### config.mk
export PLATFORM = sky130hd
export DESIGN_NAME = elirq_ctrl
export DESIGN_NICKNAME = d
export VERILOG_FILES = /design/src/core/elirq_pkg.sv /design/src/core/elirq_ctrl.sv
export SDC_FILE = /design/constraint.sdc
export NUM_CORES = 1
export LEC_CHECK = 0
export BUFFER_PORTS_ARGS = -buffer_cell sky130_fd_sc_hd__buf_2
export CAP_MARGIN = 10
export CORE_MARGIN = 2
export CORE_UTILIZATION = 52
export CTS_BUF_LIST = sky130_fd_sc_hd__clkbuf_8 sky130_fd_sc_hd__clkbuf_16
export DETAILED_ROUTE_END_ITERATION = 8
export PLACE_DENSITY = 0.85
export RECOVER_POWER = 50
export SLEW_MARGIN = 15
export SYNTH_ARGS = -nofsm -noshare
export SYNTH_HDL_FRONTEND = slang
export SYNTH_SLANG_ARGS = --single-unit
### constraint.sdc
create_clock -name clock -period 6.4 [get_ports clock]
set_clock_uncertainty 0.15 [all_clocks]
set_input_delay 0.32 -clock clock [delete_from_list [all_inputs] [get_ports clock]]
set_output_delay 0.32 -clock clock [all_outputs]
set_load 0.02 [all_outputs]
### src/core/elirq_pkg.sv
// Package for the external line interrupt and event controller
package elirq_pkg;
    localparam int ELIRQ_NLINES = 32;
    localparam int ELIRQ_ADDR_W = 5;
    // Register byte offsets
    localparam logic [4:0] ELIRQ_OFS_IRQ_UNMASK = 5'h00;
    localparam logic [4:0] ELIRQ_OFS_EVT_UNMASK = 5'h04;
    localparam logic [4:0] ELIRQ_OFS_RISE_EN = 5'h08;
    localparam logic [4:0] ELIRQ_OFS_FALL_EN = 5'h0C;
    localparam logic [4:0] ELIRQ_OFS_SOFT_TRIG = 5'h10;
    localparam logic [4:0] ELIRQ_OFS_PENDING = 5'h14;
    // Implemented lines: 18:0 and 22:21
    localparam logic [31:0] ELIRQ_LINE_MASK = 32'h0067FFFF;
    localparam logic [31:0] ELIRQ_REG_RESET = 32'h00000000;
    // Fixed internal source line positions
    localparam int ELIRQ_GPIO_LINES = 16;
    localparam int ELIRQ_LINE_VMON = 16;
    localparam int ELIRQ_LINE_RTC_ALARM = 17;
    localparam int ELIRQ_LINE_USB_WAKE = 18;
    localparam int ELIRQ_LINE_RTC_TAMPER = 21;
    localparam int ELIRQ_LINE_RTC_WAKE = 22;

    typedef struct packed {
        logic [31:0] irq_unmask;
        logic [31:0] evt_unmask;
        logic [31:0] rise_en;
        logic [31:0] fall_en;
        logic [31:0] soft_trig;
        logic [31:0] pending;
    } elirq_regs_type;

    typedef struct packed {
        logic vmon;
        logic rtc_alarm;
        logic usb_otg_wakeup;
        logic rtc_tamper;
        logic rtc_wake;
    } elirq_internal_type;

    typedef struct packed {
        logic [ELIRQ_ADDR_W-1:0] address;
        logic read;
        logic write;
        logic [31:0] writedata;
        logic [3:0] byteenable;
    } elirq_avmm_req_type;

    typedef struct packed {
        logic [31:0] readdata;
        logic readdatavalid;
        logic waitrequest;
    } elirq_avmm_rsp_type;
endpackage

### src/core/elirq_ctrl.sv
// External line interrupt and event controller with Avalon-MM register slave
//
// Functional notes
// - Lines 0..15 come from the selected GPIO pin of the same number.
// - Lines 16,17,18,21,22 take fixed internal sources; others unused.
// - Per-line interrupt unmask bit, 1 passes, reset zero.
// - Per-line event unmask bit, 1 passes, reset zero.
// - Per-line rising-edge trigger enable, reset zero.
// - Triggering is edge detected only, glitches count as edges.
// - Rising edge during a rising-enable register write is ignored; falling edges still trigger.
// - Rising and falling enables are independent; both give either edge.
// - Event triggers do not set the pending flag.
// - Unmasked event drives the core event input.
// - Map: 00,04,08,0C,10,14 byte offsets.
// - Unmasked interrupt edge sets pending; write one clears it.
// - Per-line falling-edge trigger enable at 0x0C, reset zero.
// - Writing one to soft trigger bit reading zero sets pending if interrupt unmasked, raises request.
`timescale 1ns/100ps
module elirq_ctrl
(
    // Clock and reset
    input wire logic clock,
    input wire logic rst,
    // Register bus
    input wire elirq_pkg::elirq_avmm_req_type avs_req,
    output elirq_pkg::elirq_avmm_rsp_type avs_rsp,
    // Line sources
    input wire logic [15:0] gpio_line_in,
    input wire elirq_pkg::elirq_internal_type internal_src,
    // Core side
    output logic [31:0] line_irq,
    output logic irq,
    output logic core_event
);
    import elirq_pkg::*;

    typedef struct packed {
        elirq_regs_type regs;
        logic [31:0] sync1;
        logic [31:0] sync2;
        logic [31:0] sync3;
        logic [31:0] line_irq;
        logic irq;
        logic core_event;
        logic [31:0] readdata;
        logic readdatavalid;
        logic waitrequest;
    } elirq_state_type;
    // Waitrequest leaves reset high so the first request is not taken blind
    localparam elirq_state_type STATE_AT_RESET = '{waitrequest: 1'b1, default: '0};

    elirq_state_type state;
    elirq_state_type next_state;
    logic [31:0] raw_lines;
    logic [31:0] wmask;
    logic [31:0] wval;
    logic [31:0] rise_edge;
    logic [31:0] fall_edge;
    logic [31:0] hw_trig;
    logic [31:0] sw_trig;
    logic [31:0] clr;
    logic wr_hit;
    logic bus_take;

    // Byte-enable expansion, used for every writable register
    function automatic logic [31:0] be_mask(input logic [3:0] be);
        logic [31:0] m;
        m = 32'h00000000;
        for (int i = 0; i < 4; i++)
        begin
            m[i*8 +: 8] = {8{be[i]}};
        end
        return m;
    endfunction

    function automatic logic is_write(input elirq_avmm_req_type r, input logic taken, input logic [4:0] ofs);
        return taken && r.write && (r.address == ofs);
    endfunction

    ////////////////////////////////////////////////////////////////////////
    // Line source assembly
    always_comb
    begin
        raw_lines = 32'h00000000;
        raw_lines[ELIRQ_GPIO_LINES-1:0] = gpio_line_in;
        raw_lines[ELIRQ_LINE_VMON] = internal_src.vmon;
        raw_lines[ELIRQ_LINE_RTC_ALARM] = internal_src.rtc_alarm;
        raw_lines[ELIRQ_LINE_USB_WAKE] = internal_src.usb_otg_wakeup;
        raw_lines[ELIRQ_LINE_RTC_TAMPER] = internal_src.rtc_tamper;
        raw_lines[ELIRQ_LINE_RTC_WAKE] = internal_src.rtc_wake;
    end

    ////////////////////////////////////////////////////////////////////////
    // Next-state logic
    always_comb
    begin
        next_state = state;
        wmask = be_mask(avs_req.byteenable) & ELIRQ_LINE_MASK;
        wval = avs_req.writedata & wmask;
        next_state.sync1 = raw_lines;
        next_state.sync2 = state.sync1;
        next_state.sync3 = state.sync2;
        // Edges on the last two synchronised copies, sync2 and sync3; any pulse is an edge
        rise_edge = state.sync2 & ~state.sync3 & ELIRQ_LINE_MASK;
        fall_edge = ~state.sync2 & state.sync3 & ELIRQ_LINE_MASK;
        // A write lands only on the edge that sees waitrequest low
        bus_take = !state.waitrequest;
        next_state.waitrequest = !((avs_req.read || avs_req.write) && state.waitrequest);
        wr_hit = is_write(avs_req, bus_take, ELIRQ_OFS_RISE_EN);
        // Rising edges are dropped while the enable is being rewritten
        hw_trig = ((wr_hit ? 32'h00000000 : (rise_edge & state.regs.rise_en))
            | (fall_edge & state.regs.fall_en));
        sw_trig = 32'h00000000;
        clr = 32'h00000000;
        next_state.readdatavalid = 1'b0;
        next_state.readdata = 32'h00000000;
        if (is_write(avs_req, bus_take, ELIRQ_OFS_IRQ_UNMASK))
        begin
            next_state.regs.irq_unmask = (state.regs.irq_unmask & ~wmask) | wval;
        end
        if (is_write(avs_req, bus_take, ELIRQ_OFS_EVT_UNMASK))
        begin
            next_state.regs.evt_unmask = (state.regs.evt_unmask & ~wmask) | wval;
        end
        if (wr_hit)
        begin
            next_state.regs.rise_en = (state.regs.rise_en & ~wmask) | wval;
        end
        if (is_write(avs_req, bus_take, ELIRQ_OFS_FALL_EN))
        begin
            next_state.regs.fall_en = (state.regs.fall_en & ~wmask) | wval;
        end
        if (is_write(avs_req, bus_take, ELIRQ_OFS_SOFT_TRIG))
        begin
            sw_trig = wval & ~state.regs.soft_trig;
        end
        if (is_write(avs_req, bus_take, ELIRQ_OFS_PENDING))
        begin
            clr = wval;
        end
        // Soft trigger bit drops when its pending flag is cleared
        next_state.regs.soft_trig = (state.regs.soft_trig | sw_trig) & ~clr;
        // Set wins over a same-cycle clear; event-only lines leave it alone
        next_state.regs.pending = (state.regs.pending & ~clr)
            | ((hw_trig | sw_trig) & state.regs.irq_unmask);
        next_state.line_irq = next_state.regs.pending;
        next_state.irq = |next_state.regs.pending;
        next_state.core_event = |((hw_trig | sw_trig) & state.regs.evt_unmask);
        if (avs_req.read && state.waitrequest)
        begin
            next_state.readdatavalid = 1'b1;
            case (avs_req.address)
                ELIRQ_OFS_IRQ_UNMASK: next_state.readdata = state.regs.irq_unmask;
                ELIRQ_OFS_EVT_UNMASK: next_state.readdata = state.regs.evt_unmask;
                ELIRQ_OFS_RISE_EN: next_state.readdata = state.regs.rise_en;
                ELIRQ_OFS_FALL_EN: next_state.readdata = state.regs.fall_en;
                ELIRQ_OFS_SOFT_TRIG: next_state.readdata = state.regs.soft_trig;
                ELIRQ_OFS_PENDING: next_state.readdata = state.regs.pending;
                default: next_state.readdata = 32'h00000000;
            endcase
        end
    end

    ////////////////////////////////////////////////////////////////////////
    // State register
    always_ff @(posedge clock or posedge rst)
    begin
        if (rst)
        begin
            state <= STATE_AT_RESET;
        end
        else
        begin
            state <= next_state;
        end
    end

    // One wait state per access: read data stand when waitrequest drops
    assign avs_rsp.waitrequest = state.waitrequest;
    assign avs_rsp.readdata = state.readdata;
    assign avs_rsp.readdatavalid = state.readdatavalid;
    assign line_irq = state.line_irq;
    assign irq = state.irq;
    assign core_event = state.core_event;

    ////////////////////////////////////////////////////////////////////////
    // Checks
    property p_unmask_reset;
        @(posedge clock) $fell(rst) |-> (state.regs.irq_unmask == 32'h00000000);
    endproperty
    a_unmask_reset: assert property (p_unmask_reset) else $error("irq unmask not zero after reset");

    property p_evt_reset;
        @(posedge clock) $fell(rst) |-> (state.regs.evt_unmask == 32'h00000000 && !core_event);
    endproperty
    a_evt_reset: assert property (p_evt_reset) else $error("event unmask not zero after reset");

    property p_rise_sets;
        @(posedge clock) disable iff (rst)
        (|(rise_edge & state.regs.rise_en & state.regs.irq_unmask) && !wr_hit)
        |=> irq
            && (($past(rise_edge & state.regs.rise_en & state.regs.irq_unmask) & ~state.regs.pending) == 32'h00000000);
    endproperty
    a_rise_sets: assert property (p_rise_sets) else $error("rising edge did not pend");

    property p_rise_write_ignored;
        @(posedge clock) disable iff (rst)
        (wr_hit && rise_edge != 0 && fall_edge == 0 && sw_trig == 0)
        |=> ((state.regs.pending & ~$past(state.regs.pending)) == 32'h00000000);
    endproperty
    a_rise_write_ignored: assert property (p_rise_write_ignored) else $error("edge during write pended");

    property p_fall_sets;
        @(posedge clock) disable iff (rst)
        |(fall_edge & state.regs.fall_en & state.regs.irq_unmask)
        |=> (($past(fall_edge & state.regs.fall_en & state.regs.irq_unmask) & ~state.regs.pending) == 32'h00000000);
    endproperty
    a_fall_sets: assert property (p_fall_sets) else $error("falling edge did not pend");

    property p_event_no_pend;
        @(posedge clock) disable iff (rst)
        (state.regs.irq_unmask == 32'h00000000 && clr == 32'h00000000)
        |=> (state.regs.pending == $past(state.regs.pending));
    endproperty
    a_event_no_pend: assert property (p_event_no_pend) else $error("masked line pended");

    property p_event_out;
        @(posedge clock) disable iff (rst)
        |((hw_trig | sw_trig) & state.regs.evt_unmask) |=> core_event;
    endproperty
    a_event_out: assert property (p_event_out) else $error("event not delivered");

    property p_clear;
        @(posedge clock) disable iff (rst)
        (clr != 0 && ((hw_trig | sw_trig) & state.regs.irq_unmask) == 0)
        |=> ((state.regs.pending & $past(clr)) == 32'h00000000);
    endproperty
    a_clear: assert property (p_clear) else $error("pending not cleared");

    property p_reserved;
        @(posedge clock) disable iff (rst)
        ((state.regs.irq_unmask | state.regs.evt_unmask | state.regs.rise_en | state.regs.fall_en
            | state.regs.soft_trig | state.regs.pending) & ~ELIRQ_LINE_MASK) == 32'h00000000;
    endproperty
    a_reserved: assert property (p_reserved) else $error("reserved bit set");

    ////////////////////////////////////////////////////////////////////////
    // Bus handshake and sticky state checks
    property p_wait_one;
        @(posedge clock) disable iff (rst)
        (avs_req.read || avs_req.write) && avs_rsp.waitrequest |=> !avs_rsp.waitrequest;
    endproperty
    a_wait_one: assert property (p_wait_one) else $error("no answer after one wait state");

    property p_wait_back;
        @(posedge clock) disable iff (rst)
        !avs_rsp.waitrequest |=> avs_rsp.waitrequest;
    endproperty
    a_wait_back: assert property (p_wait_back) else $error("waitrequest low two cycles");

    property p_read_answer;
        @(posedge clock) disable iff (rst)
        avs_rsp.readdatavalid
        |-> !avs_rsp.waitrequest && ((avs_rsp.readdata & ~ELIRQ_LINE_MASK) == 32'h00000000);
    endproperty
    a_read_answer: assert property (p_read_answer) else $error("bad read answer");

    property p_write_lands;
        @(posedge clock) disable iff (rst)
        (avs_req.write && !avs_rsp.waitrequest && avs_req.address == ELIRQ_OFS_IRQ_UNMASK && avs_req.byteenable == 4'hF)
        |=> (state.regs.irq_unmask == ($past(avs_req.writedata) & ELIRQ_LINE_MASK));
    endproperty
    a_write_lands: assert property (p_write_lands) else $error("unmask write lost");

    property p_write_waits;
        @(posedge clock) disable iff (rst)
        avs_req.write && avs_rsp.waitrequest
        |=> $stable(state.regs.irq_unmask) && $stable(state.regs.evt_unmask) && $stable(state.regs.rise_en)
            && $stable(state.regs.fall_en);
    endproperty
    a_write_waits: assert property (p_write_waits) else $error("write landed in wait state");

    property p_soft_sets;
        @(posedge clock) disable iff (rst)
        |(sw_trig & state.regs.irq_unmask)
        |=> irq && (($past(sw_trig & state.regs.irq_unmask) & ~state.regs.pending) == 32'h00000000);
    endproperty
    a_soft_sets: assert property (p_soft_sets) else $error("soft trigger did not pend");

    property p_soft_holds;
        @(posedge clock) disable iff (rst)
        (state.regs.soft_trig & ~clr) != 32'h00000000
        |=> (($past(state.regs.soft_trig & ~clr) & ~state.regs.soft_trig) == 32'h00000000);
    endproperty
    a_soft_holds: assert property (p_soft_holds) else $error("soft bit dropped early");

    property p_pend_holds;
        @(posedge clock) disable iff (rst)
        (state.regs.pending & ~clr) != 32'h00000000
        |=> (($past(state.regs.pending & ~clr) & ~state.regs.pending) == 32'h00000000);
    endproperty
    a_pend_holds: assert property (p_pend_holds) else $error("pending dropped without clear");

    property p_event_quiet;
        @(posedge clock) disable iff (rst)
        ((hw_trig | sw_trig) & state.regs.evt_unmask) == 32'h00000000 |=> !core_event;
    endproperty
    a_event_quiet: assert property (p_event_quiet) else $error("spurious event");

    property p_irq_level;
        @(posedge clock) disable iff (rst)
        (line_irq == state.regs.pending) && (irq == (|state.regs.pending));
    endproperty
    a_irq_level: assert property (p_irq_level) else $error("irq outputs disagree with pending");
endmodule

# --- After elaboration in Yosys (flattened, before gate mapping) ---
# Index checks and enable logic that the tools add are counted.
# Widths: inputs -> output; s select.
op_classes:
  bitwise_logic: 27
  muxes: 5
  n_reduce_logical: 15
  eq_ne: 5
ops:
  columns: ["cell", "count"]
  rows:
  - ["$and 32x32->32", 9]
  - ["$or 32x32->32", 8]
  - ["$pmux 32 s6", 1]
  - ["$mux 32", 3]
  - ["$and 23x32->32", 2]
  - ["$not 32->32", 2]
  - ["$reduce_or 32->1", 2]
  - ["$and 23x23->23", 2]
  - ["$not 23->23", 2]
  - ["$mux 33", 1]
  - ["$and 32x23->32", 1]
  - ["$not 23->32", 1]
  - ["$eq 5x4->1 const B", 2]
  - ["$eq 5x5->1 const B", 2]
  - ["$logic_and 1x1->1", 9]
  - ["$eq 5x3->1 const B", 1]
  - ["$logic_not 5->1", 1]
  - ["$logic_not 1->1", 2]
  - ["$logic_or 1x1->1", 1]
word_totals:
  inputBits: 66
  regBits: 291
  wordCells: 66

# --- Longest topological paths before layout ---
depth:
  word_depth: 9
  depth_mapped: 10

# --- Worst setup path after synthesis ---
# OpenSTA, ideal clock, no wires.
synth_path:
  kind: "flip-flop to flip-flop"
  from: "reg state (netlist bit avs_rsp[0])"
  to: "reg state (netlist bit core_event)"
  slack_ns: 4.079
  synth_period_minus_slack_ns: 2.321
  path_stages_with_launch: 8
  n_path_buf: 0
  arrival_time_ns: 2.033
  required_time_ns: 6.111
  path_cell_list: "dfstp_2 or3b_2 nor2_8 o31ai_2 o21bai_1 a22oi_1 nand4_1 or4_1"
synth_rtl:
  columns: ["element", "line_no", "source"]
  rows:
  - ["start, declared", "elirq_ctrl.sv:52", "elirq_state_type state;"]
  - ["start signal, assigned", "elirq_ctrl.sv:174", "state <= next_state;"]

==> metrics.txt <==
Clock Latency Late Sink about 0.50 ns; GP Congestion 0.877; period utilization 55.5%; initial drt markers between 900 and 1000; Mapped Cells 789; Post-CTS Setup Bufs 0; Critical Path RT ~6.8 ns; top_reg_cell synth dfrtp_1; post-synthesis compound-gate area fraction approximately 16%; leakage power figure roughly 4.8 nW; CTS Buf Count 23; Ports between 100 and 150; synthesis-stage register bit count around 210; CP delay by family, top buffers and inverters; Crit Path Max Fanout 152; vias in the first global route about 6600; Core Util, Final roughly three fifths; PostCTS Resize Cnt 0; CTS max path bufs 3; RSZ-0062 raised after global routing no; HPWL after detailed placement 13900 microns; Die W 138 microns; synth-to-layout area growth 14.5%; EDFF count, synth 0; critical path class in2async; r2r worst-path depth 7; CTS tree built; wire per inst 20.4 microns; Peak Freq between 200 and 300 MHz; startpoint types primary input; clk slew on worst S/H paths 0.05 ns; delay of the slowest critical-path stage 1.97 ns; dominant cell type by area after synthesis dfrtp_1; number of library cell types mapped by synthesis 55; DRC 0; Post-Route WL 22900 microns; final net count around 950; Synth Cell Area just over 9000 sq um; Buf+Inv Stages, Crit Path 4; total of max-cap violations 1; worst-margin pin slew 3.17 ns; Setup-failing EPs final 0; first-pass GRT wire length 35300 microns; final setup TNS 0 ns; simple logic cell fraction of the synthesized area 11.3%; All-Layer GR Usage 24.1%; Placed Instances between 1000 and 1500; CP cell instances dlygate4sd3_1 -> clkbuf_1 -> clkinvlp_4 -> buf_4; FF/Latch Area 5360 sq um; antenna violations before repair 0; 1st-pass router iterations 6; sequential area share after synthesis around 58%; post-layout min period 3.55 ns; hold path depth 0; Root Buffer clkbuf_16; failing checks max-capacitance violations, max-slew violations; largest cells by area after synthesis dfrtp_1, mux2_2, buf_4, a221oi_1, a21oi_1; Core ar. ~17000 sq um; pwr dens 288 nW/um^2; largest net degree at the start of global routing roughly 150; grt total ovfl 0; Starting Density 53.5%; cell row count 48; Die Y-Extent around 140 microns; Layout fillers roughly 1300; Routed Antenna Nets 0; outcome finished with violations; post-synthesis average cell area approximately 12 sq um; final slew viol count 153; vias after detailed routing 6949; slowest CP cell clkinvlp_4; Multi-input gate area 3310 sq um; die area about 19000 sq um; Crit path depth 4; share of cells above drive strength 1 approximately a fifth; Max-slew headroom -111%; xor/xnor share of the synthesized area 0%; # port buffers a little under 100; Synth warnings 0; Via density just over 6; post-synthesis mux area share 7.88%; Clock Sinks around 210; Worst VDD drop about 0.19 mV; Worst Hold Class reg2reg; # hold bufs at CTS 45; main combinational cell family by area after synthesis compound AO/OA/AOI/OAI gates; Synth Area in Adders 0%; Finished Layout Cells between 1000 and 1500; CP Capture Type asynchronous set/reset pin; Final Hold Vio Count 0; top cell type's share of synthesized area 57.4%; critical path arrival approximately 3.9 ns; H-tree Lvls 1; Synth async-reset ratio 100%
==> stage by stage <==
stage               power, mW  hold WS, ns  setup slack, ns  cell area (sq um)
floorplan                1.77        0.181           0.0807               9360
global placement         1.84        0.182             2.99               9550
detailed placement       1.85        0.185             2.98               9550
CTS                      3.09        0.191             3.21              10700
global route             3.18        0.194             2.23              10600
finish                   3.06        0.192             2.85              10600
==> cell type report <==
type                    count  area share [%]
flip-flops and latches    214            50.4
multi-input cells         479            31.2
repair buffers            151            8.85
clock buffers              28            6.06
well taps                 225            2.65
clock inverters            11           0.482
inverters                  11           0.424
diodes                      1          0.0235
==> cells in the mapped netlist, drive strengths merged, types with 4 or more instances <==
library cell and count:
dfrtp 213, buf 78, nand2 75, mux2 65
a21oi 59, a221oi 41, nor2 29, clkbuf 28
o21ai 27, a22oi 26, nand3b 19, a22o 15
nand3 13, inv 11, nand4b 9, a211o 8
o211ai 7, a31oi 6, nand4 5, o311ai 5
o31ai 4, or3b 4
==> layout by cell type, fill, tap and decap left out, types with 6 or more instances in the layout <==
| cell type | n |
|---|---|
| a211o_1 | 8 |
| a21oi_1 | 59 |
| a221oi_1 | 41 |
| a22o_1 | 15 |
| a22oi_1 | 26 |
| a31oi_1 | 6 |
| buf_2 | 53 |
| buf_4 | 7 |
| clkbuf_1 | 46 |
| clkbuf_16 | 23 |
| conb_1 | 22 |
| dfrtp_1 | 213 |
| dlygate4sd3_1 | 45 |
| inv_1 | 16 |
| mux2_2 | 65 |
| nand2_1 | 74 |
| nand3_1 | 13 |
| nand3b_1 | 19 |
| nand4b_1 | 9 |
| nor2_1 | 28 |
| o211ai_1 | 7 |
| o21ai_0 | 26 |
==> layer usage <==
layer  share of wire (%)  up-vias  routed length [microns]  track usage (%)
li1                    -     3025                        -                -
met5                   0        -                        0                0
met1                  42     3425                     9510             33.5
met3                 9.1       59                     2090             4.89
met2                  46      440                    10600             37.6
met4                 3.1        0                      709             8.82
==> logic make-up after synthesis <==
family	count (synthesis)
simple gates	184
buf+inv	117
mux	65
flops	214
compound gates	208
other cells	1
==> worst paths after layout <==
path	endpoint	startpoint	slack (ns)
worst min-delay path	next_state[68]	next_state[100]	0.19
worst max-delay path	next_state[90]	rst	2.85
worst min register to register	next_state[68]	next_state[100]	0.19
min in group asynchronous	next_state[102]	rst	1.27
max in group clock	irq	avs_rsp[0]	3.06
worst max register to register	irq	avs_rsp[0]	3.06
==> report_power, final <==
part           total [mW]  switching, mW  internal [mW]  leakage, nW
clock                1.21          0.502          0.708        0.372
combinational       0.316          0.192          0.124         1.63
sequential           1.54         0.0806           1.46         2.78
Note: power is estimated with default switching activity, not from simulation.
